### config.mk
export PLATFORM = sky130hd
export DESIGN_NAME = psc_port_ctrl
export DESIGN_NICKNAME = d
export VERILOG_FILES = /design/src/psc_sig_encode.v /design/src/psc_class_thresh.v /design/src/psc_port_ctrl.v
export VERILOG_INCLUDE_DIRS = /design/src
export SDC_FILE = /design/constraint.sdc
export NUM_CORES = 1
export LEC_CHECK = 0
export BUFFER_PORTS_ARGS = -buffer_cell sky130_fd_sc_hd__buf_2
export CORE_MARGIN = 2
export CORE_UTILIZATION = 55
export CTS_CLUSTER_DIAMETER = 50
export DETAILED_ROUTE_END_ITERATION = 7
export PLACE_DENSITY_LB_ADDON = 0.05
export SETUP_SLACK_MARGIN = 0.02
export SYNTH_ARGS = -nofsm -noshare
export SYNTH_HDL_FRONTEND = slang
export SYNTH_SLANG_ARGS = --single-unit
### constraint.sdc
create_clock -name clock -period 3.09 [get_ports clock]
set_input_delay 0.1545 -clock clock [delete_from_list [all_inputs] [get_ports clock]]
set_output_delay 0.1545 -clock clock [all_outputs]
set_load 0.005 [all_outputs]
### src/psc_regs.vh
// register offsets, field positions, codes and timing for the port controller
// assumes: included by the design files by bare name, no process in here
`ifndef PSC_REGS_VH
`define PSC_REGS_VH
// ----------------------------------------------------------------
// register byte offsets
// ----------------------------------------------------------------
`define PSC_ADDR_MODE 8'h00
`define PSC_ADDR_ENABLE 8'h04
`define PSC_ADDR_CMD 8'h08
`define PSC_ADDR_STATUS 8'h0C
`define PSC_ADDR_POWER 8'h10
`define PSC_ADDR_THR0 8'h20
`define PSC_ADDR_THR3 8'h2C
// ----------------------------------------------------------------
// field positions (bit index of port 0)
// ----------------------------------------------------------------
`define PSC_EN_DET 0
`define PSC_EN_CLS 4
`define PSC_EN_DISC 8
`define PSC_EN_HP 12
`define PSC_EN_EXT 16
`define PSC_CMD_DET 0
`define PSC_CMD_CLS 4
`define PSC_CMD_ON 8
`define PSC_CMD_OFF 12
`define PSC_CMD_GRST 31
// ----------------------------------------------------------------
// operating mode codes and reset values
// ----------------------------------------------------------------
`define PSC_MODE_SHUT 2'h0
`define PSC_MODE_MAN 2'h1
`define PSC_MODE_SEMI 2'h2
`define PSC_MODE_AUTO 2'h3
`define PSC_MODE_RST_AUTO 8'hFF
`define PSC_EN_RST_AUTO 32'h00000FFF
// ----------------------------------------------------------------
// detection result codes
// ----------------------------------------------------------------
`define PSC_DET_UNKNOWN 3'h0
`define PSC_DET_SHORT 3'h1
`define PSC_DET_CAP_HIGH 3'h2
`define PSC_DET_LOW 3'h3
`define PSC_DET_GOOD 3'h4
`define PSC_DET_HIGH 3'h5
`define PSC_DET_OPEN 3'h6
`define PSC_DET_VOLT_OUT 3'h7
// ----------------------------------------------------------------
// signature limits in 100 ohm units, thresholds in mA, power in 0.1 W
// ----------------------------------------------------------------
`define PSC_RES_SHORT 12'h018
`define PSC_RES_GOOD_LO 12'h0AA
`define PSC_RES_GOOD_HI 12'h122
`define PSC_RES_OPEN 12'h1F4
`define PSC_CUT_C1 10'h070
`define PSC_CUT_C2 10'h0CE
`define PSC_CUT_C3 10'h177
`define PSC_CUT_C4 10'h27E
`define PSC_LIM_STD 10'h1A9
`define PSC_LIM_C4 10'h352
`define PSC_MAX_POWER_DW 10'h384
// ----------------------------------------------------------------
// timing
// ----------------------------------------------------------------
`define PSC_CLK_MHZ 100
`define PSC_WAIT_MS 100
`define PSC_MID_WAIT_MS 2000
`endif

### src/psc_sig_encode.v
// signature encoder: turns one port's measurement into a detection result code
// assumes: measurement inputs are stable on the cycle the step is done
`timescale 1ns/1ps
`default_nettype none
`include "psc_regs.vh"
module psc_sig_encode (
  input wire [11:0] res, // resistance, 100 ohm units
  input wire v_low, // port under 1 V at first forced current
  input wire cap_high, // load capacitance too high
  input wire volt_high, // port voltage outside detect range
  output reg [2:0] result
);
  // ----------------------------------------------------------------
  // priority encode, open wins over too high
  // ----------------------------------------------------------------
  always @* begin
    if (v_low) begin
      result = `PSC_DET_SHORT;
    end else if (volt_high) begin
      result = `PSC_DET_VOLT_OUT;
    end else if (cap_high) begin
      result = `PSC_DET_CAP_HIGH;
    end else if (res < `PSC_RES_SHORT) begin
      result = `PSC_DET_SHORT;
    end else if (res > `PSC_RES_OPEN) begin
      result = `PSC_DET_OPEN;
    end else if (res > `PSC_RES_GOOD_HI) begin
      result = `PSC_DET_HIGH;
    end else if (res >= `PSC_RES_GOOD_LO) begin
      result = `PSC_DET_GOOD;
    end else begin
      result = `PSC_DET_LOW;
    end
  end
endmodule // psc_sig_encode
`default_nettype wire

### src/psc_class_thresh.v
// class to threshold table: cut and limit currents for one port
// assumes: class code 0 to 4, other codes treated as class 0
`timescale 1ns/1ps
`default_nettype none
`include "psc_regs.vh"
module psc_class_thresh (
  input wire [2:0] cls, // class result
  output reg [9:0] cut_ma, // overcurrent cut threshold
  output reg [9:0] lim_ma // current limit threshold
);
  // ----------------------------------------------------------------
  // lookup, class 0 and 3 share a row
  // ----------------------------------------------------------------
  always @* begin
    cut_ma = `PSC_CUT_C3;
    lim_ma = `PSC_LIM_STD;
    case (cls)
      3'h1: cut_ma = `PSC_CUT_C1;
      3'h2: cut_ma = `PSC_CUT_C2;
      3'h4: begin
        cut_ma = `PSC_CUT_C4;
        lim_ma = `PSC_LIM_C4;
      end
      default: cut_ma = `PSC_CUT_C3;
    endcase
  end
endmodule // psc_class_thresh
`default_nettype wire

### src/psc_port_ctrl.v
// four-port mode, detection sequencing and power control with axi4-lite registers
// assumes: analog front end on the same clock, strap pins asynchronous
//
// The register addresses and register access over AXI4-Lite were chosen for this implementation.
`timescale 1ns/1ps
`default_nettype none
`include "psc_regs.vh"
// Overview of operation
// - four independent ports, one mode each
// - mode codes: 11 pin, 10 semi, 01 manual
// - manual: one cycle per command, power on order
// - semi-auto: repeat detection, power on command only
// - pin mode: auto power, auto thresholds
// - pin mode valid only with strap high throughout
// - shutdown: no detection, never powered
// - current limit fault removes power always
// - disconnect removes power when enabled
// - host power-off honoured any time
// - reset from pin or global bit, straps sampled
// - straps latched only during reset
// - strap high: all ports autonomous at reset
// - class sets cut and limit thresholds
// - auto thresholds only after strap-high reset
// - midspan strap selects midspan detection pacing
// - extended class needs high power and extended
// - refuse loads above grade power limit in pin mode
// - forced current then forced voltage, both valid
// - under 1 V aborts as short circuit
// - resistance bands: short, low, good, high
// - unknown, capacitance, open, voltage results
// - wait 100 ms or 2 s between cycles
module psc_port_ctrl #(
  parameter WAIT_CYC = `PSC_WAIT_MS * 1000 * `PSC_CLK_MHZ, // normal pacing
  parameter MID_WAIT_CYC = `PSC_MID_WAIT_MS * 1000 * `PSC_CLK_MHZ, // midspan pacing
  parameter [9:0] MAX_POWER_DW = `PSC_MAX_POWER_DW // grade power limit
) (
  input wire clock,
  input wire rst_n,
  input wire [7:0] s_axi_awaddr,
  input wire s_axi_awvalid,
  output reg s_axi_awready,
  input wire [31:0] s_axi_wdata,
  input wire [3:0] s_axi_wstrb,
  input wire s_axi_wvalid,
  output reg s_axi_wready,
  output reg [1:0] s_axi_bresp,
  output reg s_axi_bvalid,
  input wire s_axi_bready,
  input wire [7:0] s_axi_araddr,
  input wire s_axi_arvalid,
  output reg s_axi_arready,
  output reg [31:0] s_axi_rdata,
  output reg [1:0] s_axi_rresp,
  output reg s_axi_rvalid,
  input wire s_axi_rready,
  input wire standalone_select_pin,
  input wire midspan_select_pin,
  input wire [3:0] step_done,
  input wire [47:0] signature_resistance,
  input wire [3:0] meas_v_low,
  input wire [3:0] load_capacitance_high,
  input wire [3:0] meas_volt_high,
  input wire [11:0] class_result,
  input wire [39:0] req_power_dw,
  input wire [3:0] current_limit_fault,
  input wire [3:0] disconnect_event,
  output wire [3:0] port_power_en,
  output wire [3:0] step_req,
  output wire [7:0] step_code,
  output wire [39:0] overcurrent_cut_threshold,
  output wire [39:0] current_limit_threshold,
  output reg [3:0] ext_class_en,
  output reg midspan_timing
);
  // ----------------------------------------------------------------
  // local codes
  // ----------------------------------------------------------------
  localparam [2:0] S_IDLE = 3'h0; // waiting for a trigger
  localparam [2:0] S_FI = 3'h1; // forced current pair
  localparam [2:0] S_FV = 3'h2; // forced voltage pair
  localparam [2:0] S_CLS = 3'h3; // classification
  localparam [2:0] S_WAIT = 3'h4; // pacing between cycles
  localparam [1:0] STEP_FI = 2'h0;
  localparam [1:0] STEP_FV = 2'h1;
  localparam [1:0] STEP_CLS = 2'h2;

  // byte-lane merge of a register write
  function [31:0] merge;
    input [31:0] old;
    input [31:0] data;
    input [3:0] strb;
    integer i;
    begin
      merge = old;
      for (i = 0; i < 4; i = i + 1) begin
        if (strb[i]) begin
          merge[i*8 +: 8] = data[i*8 +: 8];
        end
      end
    end
  endfunction

  // decode of any mapped offset
  function mapped;
    input [7:0] a;
    begin
      mapped = (a == `PSC_ADDR_MODE) || (a == `PSC_ADDR_ENABLE) ||
        (a == `PSC_ADDR_CMD) || (a == `PSC_ADDR_STATUS) ||
        (a == `PSC_ADDR_POWER) ||
        (a >= `PSC_ADDR_THR0 && a <= `PSC_ADDR_THR3 && a[1:0] == 2'h0);
    end
  endfunction

  // ----------------------------------------------------------------
  // strap synchronisers and latches
  // ----------------------------------------------------------------
  reg auto_s1, auto_s2; // standalone strap sync
  reg mid_s1, mid_s2; // midspan strap sync
  reg strap_auto; // standalone strap caught at reset
  reg strap_mid; // midspan strap caught at reset
  reg soft_rst; // global reset bit pulse
  wire int_rst = !rst_n || soft_rst; // any reset source

  // two-stage sync, no reset so they settle during reset
  always @(posedge clock) begin
    auto_s1 <= standalone_select_pin;
    auto_s2 <= auto_s1;
    mid_s1 <= midspan_select_pin;
    mid_s2 <= mid_s1;
  end

  // straps sampled only while reset holds
  always @(posedge clock) begin
    if (int_rst) begin
      strap_auto <= auto_s2;
      strap_mid <= mid_s2;
    end
  end

  // ----------------------------------------------------------------
  // axi4-lite write channel
  // ----------------------------------------------------------------
  reg [7:0] aw_addr; // captured write address
  reg [31:0] w_data; // captured write data
  reg [3:0] w_strb; // captured byte enables
  reg [7:0] mode; // port_operating_mode, 2 bits per port
  reg [31:0] enables; // detect, class, disconnect, high power, extended
  reg [15:0] cmd; // one-cycle command pulses
  wire wr_go = !s_axi_awready && !s_axi_wready && !s_axi_bvalid; // both held
  wire [31:0] wr_val_mode = merge({24'h000000, mode}, w_data, w_strb);
  wire [31:0] wr_val_en = merge(enables, w_data, w_strb);
  wire [31:0] wr_val_cmd = merge(32'h00000000, w_data, w_strb);

  // handshake: take address and data in any order, answer once both held
  always @(posedge clock) begin
    if (!rst_n) begin
      s_axi_awready <= 1'b1;
      s_axi_wready <= 1'b1;
      s_axi_bvalid <= 1'b0;
      s_axi_bresp <= 2'h0;
      aw_addr <= 8'h00;
      w_data <= 32'h00000000;
      w_strb <= 4'h0;
    end else begin
      if (s_axi_awvalid && s_axi_awready) begin
        aw_addr <= s_axi_awaddr;
        s_axi_awready <= 1'b0;
      end
      if (s_axi_wvalid && s_axi_wready) begin
        w_data <= s_axi_wdata;
        w_strb <= s_axi_wstrb;
        s_axi_wready <= 1'b0;
      end
      if (wr_go) begin
        s_axi_bvalid <= 1'b1;
        s_axi_bresp <= mapped(aw_addr) ? 2'h0 : 2'h2; // slverr when unmapped
        s_axi_awready <= 1'b1;
        s_axi_wready <= 1'b1;
      end else if (s_axi_bvalid && s_axi_bready) begin
        s_axi_bvalid <= 1'b0;
      end
    end
  end

  // register file writes, reset values follow the straps
  always @(posedge clock) begin
    cmd <= 16'h0000;
    soft_rst <= 1'b0;
    if (int_rst) begin
      mode <= auto_s2 ? `PSC_MODE_RST_AUTO : 8'h00;
      enables <= auto_s2 ? `PSC_EN_RST_AUTO : 32'h00000000;
    end else if (wr_go) begin
      if (aw_addr == `PSC_ADDR_MODE) begin
        mode <= wr_val_mode[7:0];
      end else if (aw_addr == `PSC_ADDR_ENABLE) begin
        enables <= {12'h000, wr_val_en[19:0]};
      end else if (aw_addr == `PSC_ADDR_CMD) begin
        cmd <= wr_val_cmd[15:0];
        soft_rst <= wr_val_cmd[`PSC_CMD_GRST];
      end
    end
  end

  // ----------------------------------------------------------------
  // per-port sequencers
  // ----------------------------------------------------------------
  wire [23:0] port_stat; // result and class, 8 bits per port, bits 2:0 and 6:4 used
  wire [31:0] port_stat_w; // status word
  genvar p;
  generate
    for (p = 0; p < 4; p = p + 1) begin : g_port
      reg [2:0] st; // sequencer state
      reg [2:0] det_q; // latest detection result
      reg [2:0] cls_q; // latest class
      reg pwr; // power applied
      reg req; // step request pulse
      reg [1:0] step; // step kind
      reg auto_go; // pin-mode power-on pulse
      reg [27:0] cnt; // pacing counter
      reg [9:0] cut_q; // cut threshold
      reg [9:0] lim_q; // limit threshold
      wire [2:0] enc; // encoded signature
      wire [9:0] t_cut;
      wire [9:0] t_lim;
      wire [1:0] m = mode[2*p +: 2];
      // pin mode needs the strap high at reset and now
      wire pin_ok = strap_auto && auto_s2;
      wire [1:0] em = (m == `PSC_MODE_AUTO && !pin_ok) ? `PSC_MODE_SHUT : m;
      wire [2:0] cls_in = class_result[3*p +: 3];
      wire fits = req_power_dw[10*p +: 10] <= MAX_POWER_DW;
      wire [27:0] pace = strap_mid ? MID_WAIT_CYC[27:0] : WAIT_CYC[27:0];
      wire done = step_done[p];

      psc_sig_encode u_enc (
        .res(signature_resistance[12*p +: 12]),
        .v_low(meas_v_low[p]),
        .cap_high(load_capacitance_high[p]),
        .volt_high(meas_volt_high[p]),
        .result(enc)
      );

      psc_class_thresh u_thr (
        .cls(cls_q),
        .cut_ma(t_cut),
        .lim_ma(t_lim)
      );

      // power control: every removal cause beats any power-on
      always @(posedge clock) begin
        if (int_rst) begin
          pwr <= 1'b0;
        end else if (em == `PSC_MODE_SHUT) begin
          pwr <= 1'b0;
        end else if (cmd[`PSC_CMD_OFF + p]) begin
          pwr <= 1'b0;
        end else if (current_limit_fault[p]) begin
          pwr <= 1'b0;
        end else if (disconnect_event[p] && enables[`PSC_EN_DISC + p]) begin
          pwr <= 1'b0;
        end else if (cmd[`PSC_CMD_ON + p] && em != `PSC_MODE_AUTO &&
            (!enables[`PSC_EN_HP + p] || det_q == `PSC_DET_GOOD)) begin
          pwr <= 1'b1;
        end else if (auto_go) begin
          pwr <= 1'b1;
        end
      end

      // detection and classification sequence
      always @(posedge clock) begin
        req <= 1'b0;
        auto_go <= 1'b0;
        if (int_rst) begin
          st <= S_IDLE;
          det_q <= `PSC_DET_UNKNOWN;
          cls_q <= 3'h0;
          step <= STEP_FI;
          cnt <= 28'h0000000;
        end else if (em == `PSC_MODE_SHUT) begin
          st <= S_IDLE;
        end else begin
          case (st)
            S_IDLE: begin
              if (em == `PSC_MODE_MAN) begin
                if (cmd[`PSC_CMD_DET + p]) begin
                  st <= S_FI;
                  req <= 1'b1;
                  step <= STEP_FI;
                  det_q <= `PSC_DET_UNKNOWN;
                end else if (cmd[`PSC_CMD_CLS + p]) begin
                  st <= S_CLS;
                  req <= 1'b1;
                  step <= STEP_CLS;
                end
              end else if (enables[`PSC_EN_DET + p] && !pwr) begin
                st <= S_FI;
                req <= 1'b1;
                step <= STEP_FI;
                det_q <= `PSC_DET_UNKNOWN;
              end
            end
            S_FI: begin
              if (done && enc == `PSC_DET_GOOD) begin
                st <= S_FV;
                req <= 1'b1;
                step <= STEP_FV;
              end else if (done) begin
                det_q <= enc;
                st <= (em == `PSC_MODE_MAN) ? S_IDLE : S_WAIT;
                cnt <= pace;
              end
            end
            S_FV: begin
              if (done) begin
                det_q <= enc;
                if (enc == `PSC_DET_GOOD && enables[`PSC_EN_CLS + p] &&
                    em != `PSC_MODE_MAN) begin
                  st <= S_CLS;
                  req <= 1'b1;
                  step <= STEP_CLS;
                end else begin
                  auto_go <= (em == `PSC_MODE_AUTO) && (enc == `PSC_DET_GOOD) && fits;
                  st <= (em == `PSC_MODE_MAN) ? S_IDLE : S_WAIT;
                  cnt <= pace;
                end
              end
            end
            S_CLS: begin
              if (done) begin
                cls_q <= cls_in;
                auto_go <= (em == `PSC_MODE_AUTO) && (det_q == `PSC_DET_GOOD) && fits;
                st <= (em == `PSC_MODE_MAN) ? S_IDLE : S_WAIT;
                cnt <= pace;
              end
            end
            S_WAIT: begin
              if (cnt <= 28'h0000001) begin
                st <= S_IDLE;
              end else begin
                cnt <= cnt - 28'h0000001;
              end
            end
            default: st <= S_IDLE;
          endcase
        end
      end

      // thresholds: class table in pin mode, host writes otherwise
      always @(posedge clock) begin
        if (int_rst) begin
          cut_q <= `PSC_CUT_C3;
          lim_q <= `PSC_LIM_STD;
        end else if (em == `PSC_MODE_AUTO && strap_auto) begin
          cut_q <= t_cut;
          lim_q <= t_lim;
        end else if (wr_go && aw_addr == `PSC_ADDR_THR0 + 8'h04 * p) begin
          cut_q <= w_data[9:0];
          lim_q <= w_data[25:16];
        end
      end

      assign port_power_en[p] = pwr;
      assign step_req[p] = req;
      assign step_code[2*p +: 2] = step;
      assign overcurrent_cut_threshold[10*p +: 10] = cut_q;
      assign current_limit_threshold[10*p +: 10] = lim_q;
      assign port_stat_w[8*p +: 8] = {1'b0, cls_q, 1'b0, det_q};
    end
  endgenerate
  assign port_stat = port_stat_w[23:0];

  // extended classification and midspan pacing flags
  always @(posedge clock) begin
    if (int_rst) begin
      ext_class_en <= 4'h0;
      midspan_timing <= 1'b0;
    end else begin
      ext_class_en <= enables[`PSC_EN_HP +: 4] & enables[`PSC_EN_EXT +: 4];
      midspan_timing <= strap_mid;
    end
  end

  // ----------------------------------------------------------------
  // axi4-lite read channel
  // ----------------------------------------------------------------
  reg [31:0] rd_val; // decoded read word
  integer k;
  always @* begin
    rd_val = 32'h00000000;
    if (s_axi_araddr == `PSC_ADDR_MODE) begin
      rd_val = {24'h000000, mode};
    end else if (s_axi_araddr == `PSC_ADDR_ENABLE) begin
      rd_val = enables;
    end else if (s_axi_araddr == `PSC_ADDR_STATUS) begin
      rd_val = {port_stat_w[31:24], port_stat};
    end else if (s_axi_araddr == `PSC_ADDR_POWER) begin
      rd_val = {22'h000000, strap_mid, strap_auto, ext_class_en, port_power_en};
    end else begin
      for (k = 0; k < 4; k = k + 1) begin
        if (s_axi_araddr == `PSC_ADDR_THR0 + 8'h04 * k[7:0]) begin
          rd_val = {6'h00, current_limit_threshold[10*k +: 10],
            6'h00, overcurrent_cut_threshold[10*k +: 10]};
        end
      end
    end
  end

  // one read at a time, data registered
  always @(posedge clock) begin
    if (!rst_n) begin
      s_axi_arready <= 1'b1;
      s_axi_rvalid <= 1'b0;
      s_axi_rdata <= 32'h00000000;
      s_axi_rresp <= 2'h0;
    end else if (s_axi_arvalid && s_axi_arready) begin
      s_axi_arready <= 1'b0;
      s_axi_rvalid <= 1'b1;
      s_axi_rdata <= rd_val;
      s_axi_rresp <= mapped(s_axi_araddr) ? 2'h0 : 2'h2;
    end else if (s_axi_rvalid && s_axi_rready) begin
      s_axi_rvalid <= 1'b0;
      s_axi_arready <= 1'b1;
    end
  end
endmodule // psc_port_ctrl
`default_nettype wire

==> reports/metrics.cfg, run 1 <==
[layout]
final_cells=3316
final_cell_mix=dfxtp_1, nand2_1, buf_2
mostFrequentLayoutCell=dfxtp_1
fill_cells=3009
fin_nets=3003
layout-drive-gt1-share_pct=20.7
area_delta_synth_final_pct=22.7

[min_path]
holdPathStages=4
hp-class=primary input to flop
worstHoldStart=load_capacitance_high[0]

[worst_setup_path]
critPathKind=flop to flop
crit_chain=or4_1 > nor4_1 > buf_4 > nand4_1 > a21oi_2 > nor2_1 > o221a_2
crit_path_max_incr_delay_ns=0.62
path_depth=7
crit_slowest_cell=or4_1
regToRegStartpoint=g_port[1].cnt[21]$_SDFFE_PN0P_
crit_start=g_port[1].cnt[21]$_SDFFE_PN0P_
reg2regPathDepth=7
critPathBufInv=1
endpoint_kind=flop
startpoint_type=flop
cp_data_required_time_ns=3.55
cp.arrival_ns=3.24
cp_max_fo=15
cp_top_family=simple AND/OR/NAND/NOR gates

[synthesis]
yosys_warnings=0
ys_seq_area_share_pct=39.2
synth-edff-count=30
yosysUniqueCellTypes=97
async_flop_share_pct=0
netlist_area_um2=20200
synth_ff_type=dfxtp_1
synthCells=2450
synth-seq-cells=380
syn_area_per_cell_um2=8.23

[die]
io_pins=327
dieArea_um2=38200
rows=70
initial_core_util_pct=55.5
core_area_um2=36300
die_w_um=195
die_h_um=195

[placed_design]
place_ws_ns=0.388
hpwl_um=50300
placedCellCount=3136
gp_congestion=0.922
port_buffers=317

[grt]
grt_pass1_wl_um=112000
overflow=0
track_usage_pct=36.8
grt_pass1_vias=20600
grt_antenna_before_repair=1
grt_max_degree=80

[clocking]
tritoncts=built
clkLatencyLatePin_ns=0.58
postCtsSetupBuffers=0
cts.reportedPaths.clkPinSlew_ns=0.06
clk_path_buf_depth=3
post_cts_resized=0
htree_levels=2
cts-buffers-inserted=47
root_buffer=clkbuf_16
cts.sinks=380

[sta]
min_period_ns=2.79
setup_viol=0
slew_violations=0
grt_setup_unrepaired=no
worst_hold_slack_ns=0.0250
finalClockSkew_ns=0.0178
relSlewSlack_pct=17.6
fin_setup_tns_ns=0
tightest_slew_ns=1.23
hold_violations=0
fin_crit_sh_pct=90.2
setup_ws_ns=0.304
max_freq_mhz=359

[drt]
drt-initial-drc-count=1832
routed_wl_um=72100
antenna_left=0
dr.pass1.iters=8
drcViolationCount=0
vias_per_cell=6.50
vias=21600
wire_per_inst_um=21.7

[job]
drv_cap=0

[power_and_ir_drop]
finalPower_uw=12600
leakage_uw=0.00994
vdd.ir_drop.worst_mv=0.489
power_density_nw_per_um2=510

[status]
status=finished, final reports clean

[final cells by class]
cell class	count	area, µm²	area share, %
well taps	468	586	2.37
clock buffers	65	1350	5.44
multi-input cells	1842	11300	45.8
diodes	1	2.50	0.0101
repair buffers	496	3190	12.9
flip-flops and latches	380	7910	31.9
clock inverters	21	225	0.910
inverters	43	164	0.662
[synth_stat cells (24+ instances only)]
cell | n | area (µm²)
a21boi_0 | 56 | 420
a21o_1 | 24 | 180
a21oi_1 | 136 | 681
a22oi_1 | 25 | 188
a31oi_1 | 54 | 338
and2_1 | 41 | 257
and3_1 | 47 | 294
clkbuf_1 | 139 | 522
dfxtp_1 | 350 | 7010
edfxtp_1 | 30 | 901
inv_1 | 43 | 161
mux2i_1 | 38 | 380
nand2_1 | 322 | 1210
nand2b_1 | 28 | 175
nand3_1 | 72 | 360
nand4_1 | 34 | 213
nor2_1 | 171 | 642
nor3_1 | 87 | 435
nor4_1 | 32 | 200
o21ai_0 | 168 | 841
o31ai_1 | 46 | 345
o41ai_1 | 26 | 228
or3_1 | 28 | 175
[through the flow]
step	util (%)	area (µm²)
after global routing	68.1	24800
after floorplan	-	20200
after CTS	68.1	24800
after detailed placement	61.2	22200
after global placement	61.2	22200
final	68.1	24800
[kinds of logic after synthesis]
family	share of synthesized area [%]
mux	4.29
other cells	0.0186
flops	39.2
buf+inv	4.78
fa+ha+maj	0.496
xor+xnor	0.261
simple gates	24.1
compound gates	26.9
[worst register-to-register path, cell delays in order (launching register included)]
cell	delay (ns)
dfxtp_1	0.33
or4_1	0.62
nor4_1	0.26
buf_4	0.18
nand4_1	0.13
a21oi_2	0.39
nor2_1	0.38
o221a_2	0.38
[what timing repair did]
action                                  in CTS  in global routing
endpoints found under the hold margin       79                  0
endpoints found under the setup margin       0                  0
hold buffers                                93                  0
[registers in the layout, summed over array words and instances (netlist names), 8 cells and up]
name          count
aw_addr           8
cmd              16
enables          20
g_port.cls_q     12
g_port.cnt      112
g_port.cut_q     40
g_port.det_q     12
g_port.lim_q     40
g_port.st        12
g_port.step       8
mode              8
s_axi_rdata      30
w_data           27
[metal layers]
metal  up-vias  GRT usage, %  part of all wire (%)
li1       9920             -                     -
met1     10300          46.1                    39
met2      1154          61.0                    47
met3       221          6.32                   8.8
met4         0          19.0                   5.4
met5         -             0                     0
[report_power, final]
part           internal [µW]  leakage (µW)  switching, µW  total [µW]
clock                   3390      0.000775           2230        5610
sequential              5120       0.00314            203        5320
combinational            663       0.00603           1020        1690
total                   9170       0.00994           3450       12600
[worst paths after layout]
kind	slack, ns	end
max	0.30	g_port[1].cnt[15]$_SDFFE_PN0P_
min	0.02	g_port[0].det_q[2]$_SDFFE_PN0P_
min reg2reg	0.34	auto_s2$_DFF_P_
max reg2reg	0.30	g_port[1].cnt[15]$_SDFFE_PN0P_
No activity file was read; power rests on OpenSTA's default activity.
==> inputs of run 2 (changes only) <==
CTS_BUF_LIST = sky130_fd_sc_hd__clkbuf_16   (was default)
==> reports/metrics.cfg, run 2 (same netlist as run 1, synthesis figures left out) <==
[die]
core_area_um2=36300  ; unchanged
dieArea_um2=38200  ; unchanged
io_pins=327  ; unchanged
die_w_um=195  ; unchanged
initial_core_util_pct=55.5  ; unchanged
die_h_um=195  ; unchanged
rows=70  ; unchanged

[clocking]
cts.sinks=380  ; unchanged
clkLatencyLatePin_ns=0.58  ; about the same
htree_levels=2  ; unchanged
post_cts_resized=0  ; unchanged
clk_path_buf_depth=3  ; unchanged
root_buffer=clkbuf_16  ; unchanged
cts.reportedPaths.clkPinSlew_ns=0.06  ; about the same
cts-buffers-inserted=47  ; unchanged
tritoncts=built  ; unchanged

[placed_design]
hpwl_um=50300  ; unchanged
gp_congestion=0.922  ; unchanged
port_buffers=317  ; unchanged

[layout]
largest_reg_flops=112  ; unchanged
utilization_pct=68.0  ; was 68.1%
area_delta_synth_final_pct=22.5  ; was 22.7%
final_cell_mix=dfxtp_1, nand2_1, buf_2  ; unchanged
fin_nets=3003  ; unchanged
reg.largest.list=g_port.cnt (112), g_port.cut_q (40), g_port.lim_q (40)  ; unchanged
mostFrequentLayoutCell=dfxtp_1  ; unchanged
regMostFlops=g_port.cnt  ; unchanged
layout-drive-gt1-share_pct=20.6  ; was 20.7%

[sta]
finalClockSkew_ns=0.0163  ; was 0.0178 ns
setup_viol=0  ; unchanged
slew_violations=0  ; unchanged
hold_violations=0  ; unchanged
min_period_ns=2.79  ; about the same
grt_setup_unrepaired=no  ; unchanged
relSlewSlack_pct=17.9  ; was 17.6%
tightest_slew_ns=1.23  ; about the same
fin_crit_sh_pct=90.2  ; about the same
fin_setup_tns_ns=0  ; unchanged
max_freq_mhz=359  ; about the same

[grt]
grt_max_degree=80  ; unchanged
grt_pass1_vias=20500  ; was 20600
track_usage_pct=36.7  ; was 36.8%
grt_antenna_before_repair=1  ; unchanged
overflow=0  ; unchanged
grt_pass1_wl_um=112000  ; about the same

[worst_setup_path]
endpoint_kind=flop  ; unchanged
worstReg2RegEnd=g_port[1].cnt[15]$_SDFFE_PN0P_  ; unchanged
endpoint=g_port[1].cnt[15]$_SDFFE_PN0P_  ; unchanged
critPathKind=flop to flop  ; unchanged
cp.arrival_ns=3.25  ; was 3.24 ns
cp_max_fo=15  ; unchanged
reg2regPathDepth=7  ; unchanged
r2r_slack_ns=0.30  ; about the same
regToRegStartpoint=g_port[1].cnt[21]$_SDFFE_PN0P_  ; unchanged
crit_start=g_port[1].cnt[21]$_SDFFE_PN0P_  ; unchanged
cp_data_required_time_ns=3.55  ; about the same
startpoint_type=flop  ; unchanged

[power_and_ir_drop]
switchingPower_uw=3460  ; was 3450 µW
power_density_nw_per_um2=505  ; was 510 nW/µm²
pwr-share-comb_pct=13.5  ; was 13.4%
pwr-share-clk_pct=43.9  ; was 44.5%
p_seq_share_pct=42.6  ; was 42.2%
p_int_uw=9030  ; was 9170 µW
vdd.ir_drop.worst_mv=0.389  ; was 0.489 mV
switching_share_pct=27.7  ; was 27.3%
leakage_uw=0.00997  ; was 0.00994 µW

[status]
status=finished, final reports clean  ; unchanged

[drt]
antenna_left=0  ; unchanged
vias_per_cell=6.49  ; was 6.50
wire_per_inst_um=21.7  ; about the same
drt-initial-drc-count=1969  ; was 1832
drcViolationCount=0  ; unchanged
vias=21500  ; was 21600
routed_wl_um=72100  ; about the same
dr.pass1.iters=6  ; was 8

[min_path]
hp-class=primary input to flop  ; unchanged

[job]
drv_cap=0  ; unchanged

[run 2: worst min-delay path by stage]
| stage | startpoint | endpoint | depth (start not counted) |
|---|---|---|---|
| global route | disconnect_event[3] | g_port[3].pwr$_SDFFE_PP0P_ | 3 |
| finish | req_power_dw[38] | g_port[3].auto_go$_SDFF_PP0_ | 4 |
| CTS | req_power_dw[38] | g_port[3].auto_go$_SDFF_PP0_ | 4 |
| floorplan | standalone_select_pin | auto_s1$_DFF_P_ | 0 |
| global placement | midspan_select_pin | mid_s1$_DFF_P_ | 1 |
| detailed placement | midspan_select_pin | mid_s1$_DFF_P_ | 1 |
[run 2: what timing repair did]
item                       CTS  global route
setup endpoints to repair    0             0
buffers inserted             0             0
hold buffers                93             0
hold endpoints to repair    79             0
[run 2: stage by stage]
stage	worst slack (ns)	hold WS [ns]	area [µm²]	cells	total power [µW]
after floorplan	0.818	0.182	20200	2453	6350
after global placement	0.431	0.259	22200	3136	6930
after detailed placement	0.388	0.265	22200	3136	6960
after CTS	0.349	0.0000779	24700	3315	12500
after global routing	0.121	0.0311	24700	3316	12900
final	0.303	0.0294	24700	3317	12500
[run 2: cell type report]
type	instances	area [µm²]
Timing Repair Buffer	496	3190
Clock inverter	36	282
Fill cell	3016	11600
Multi-Input combinational cell	1842	11300
Antenna cell	2	5.00
Tap cell	468	586
Clock buffer	50	1250
Sequential cell	380	7910
Inverter	43	164
[run 2: critical path, stage by stage, from the launching register on]
cell     delay (ns)
dfxtp_1        0.33
or4_1          0.62
nor4_1         0.26
buf_4          0.18
nand4_1        0.13
a21oi_2        0.39
nor2_1         0.38
o221a_2        0.37
[run 2: per-layer routing]
layer	routed length [µm]	GRT usage, %
met4	3910	19.0
met1	28200	46.4
met2	33500	60.7
met3	6520	6.18
met5	0	0
[run 2: power groups by stage]
stage	clock network, µW	registers [µW]	logic, µW
after global routing	5690	5340	1840
after CTS	5530	5310	1650
final	5480	5320	1680
after global placement	0	5410	1520
after detailed placement	0	5420	1550
after floorplan	0	5320	1020
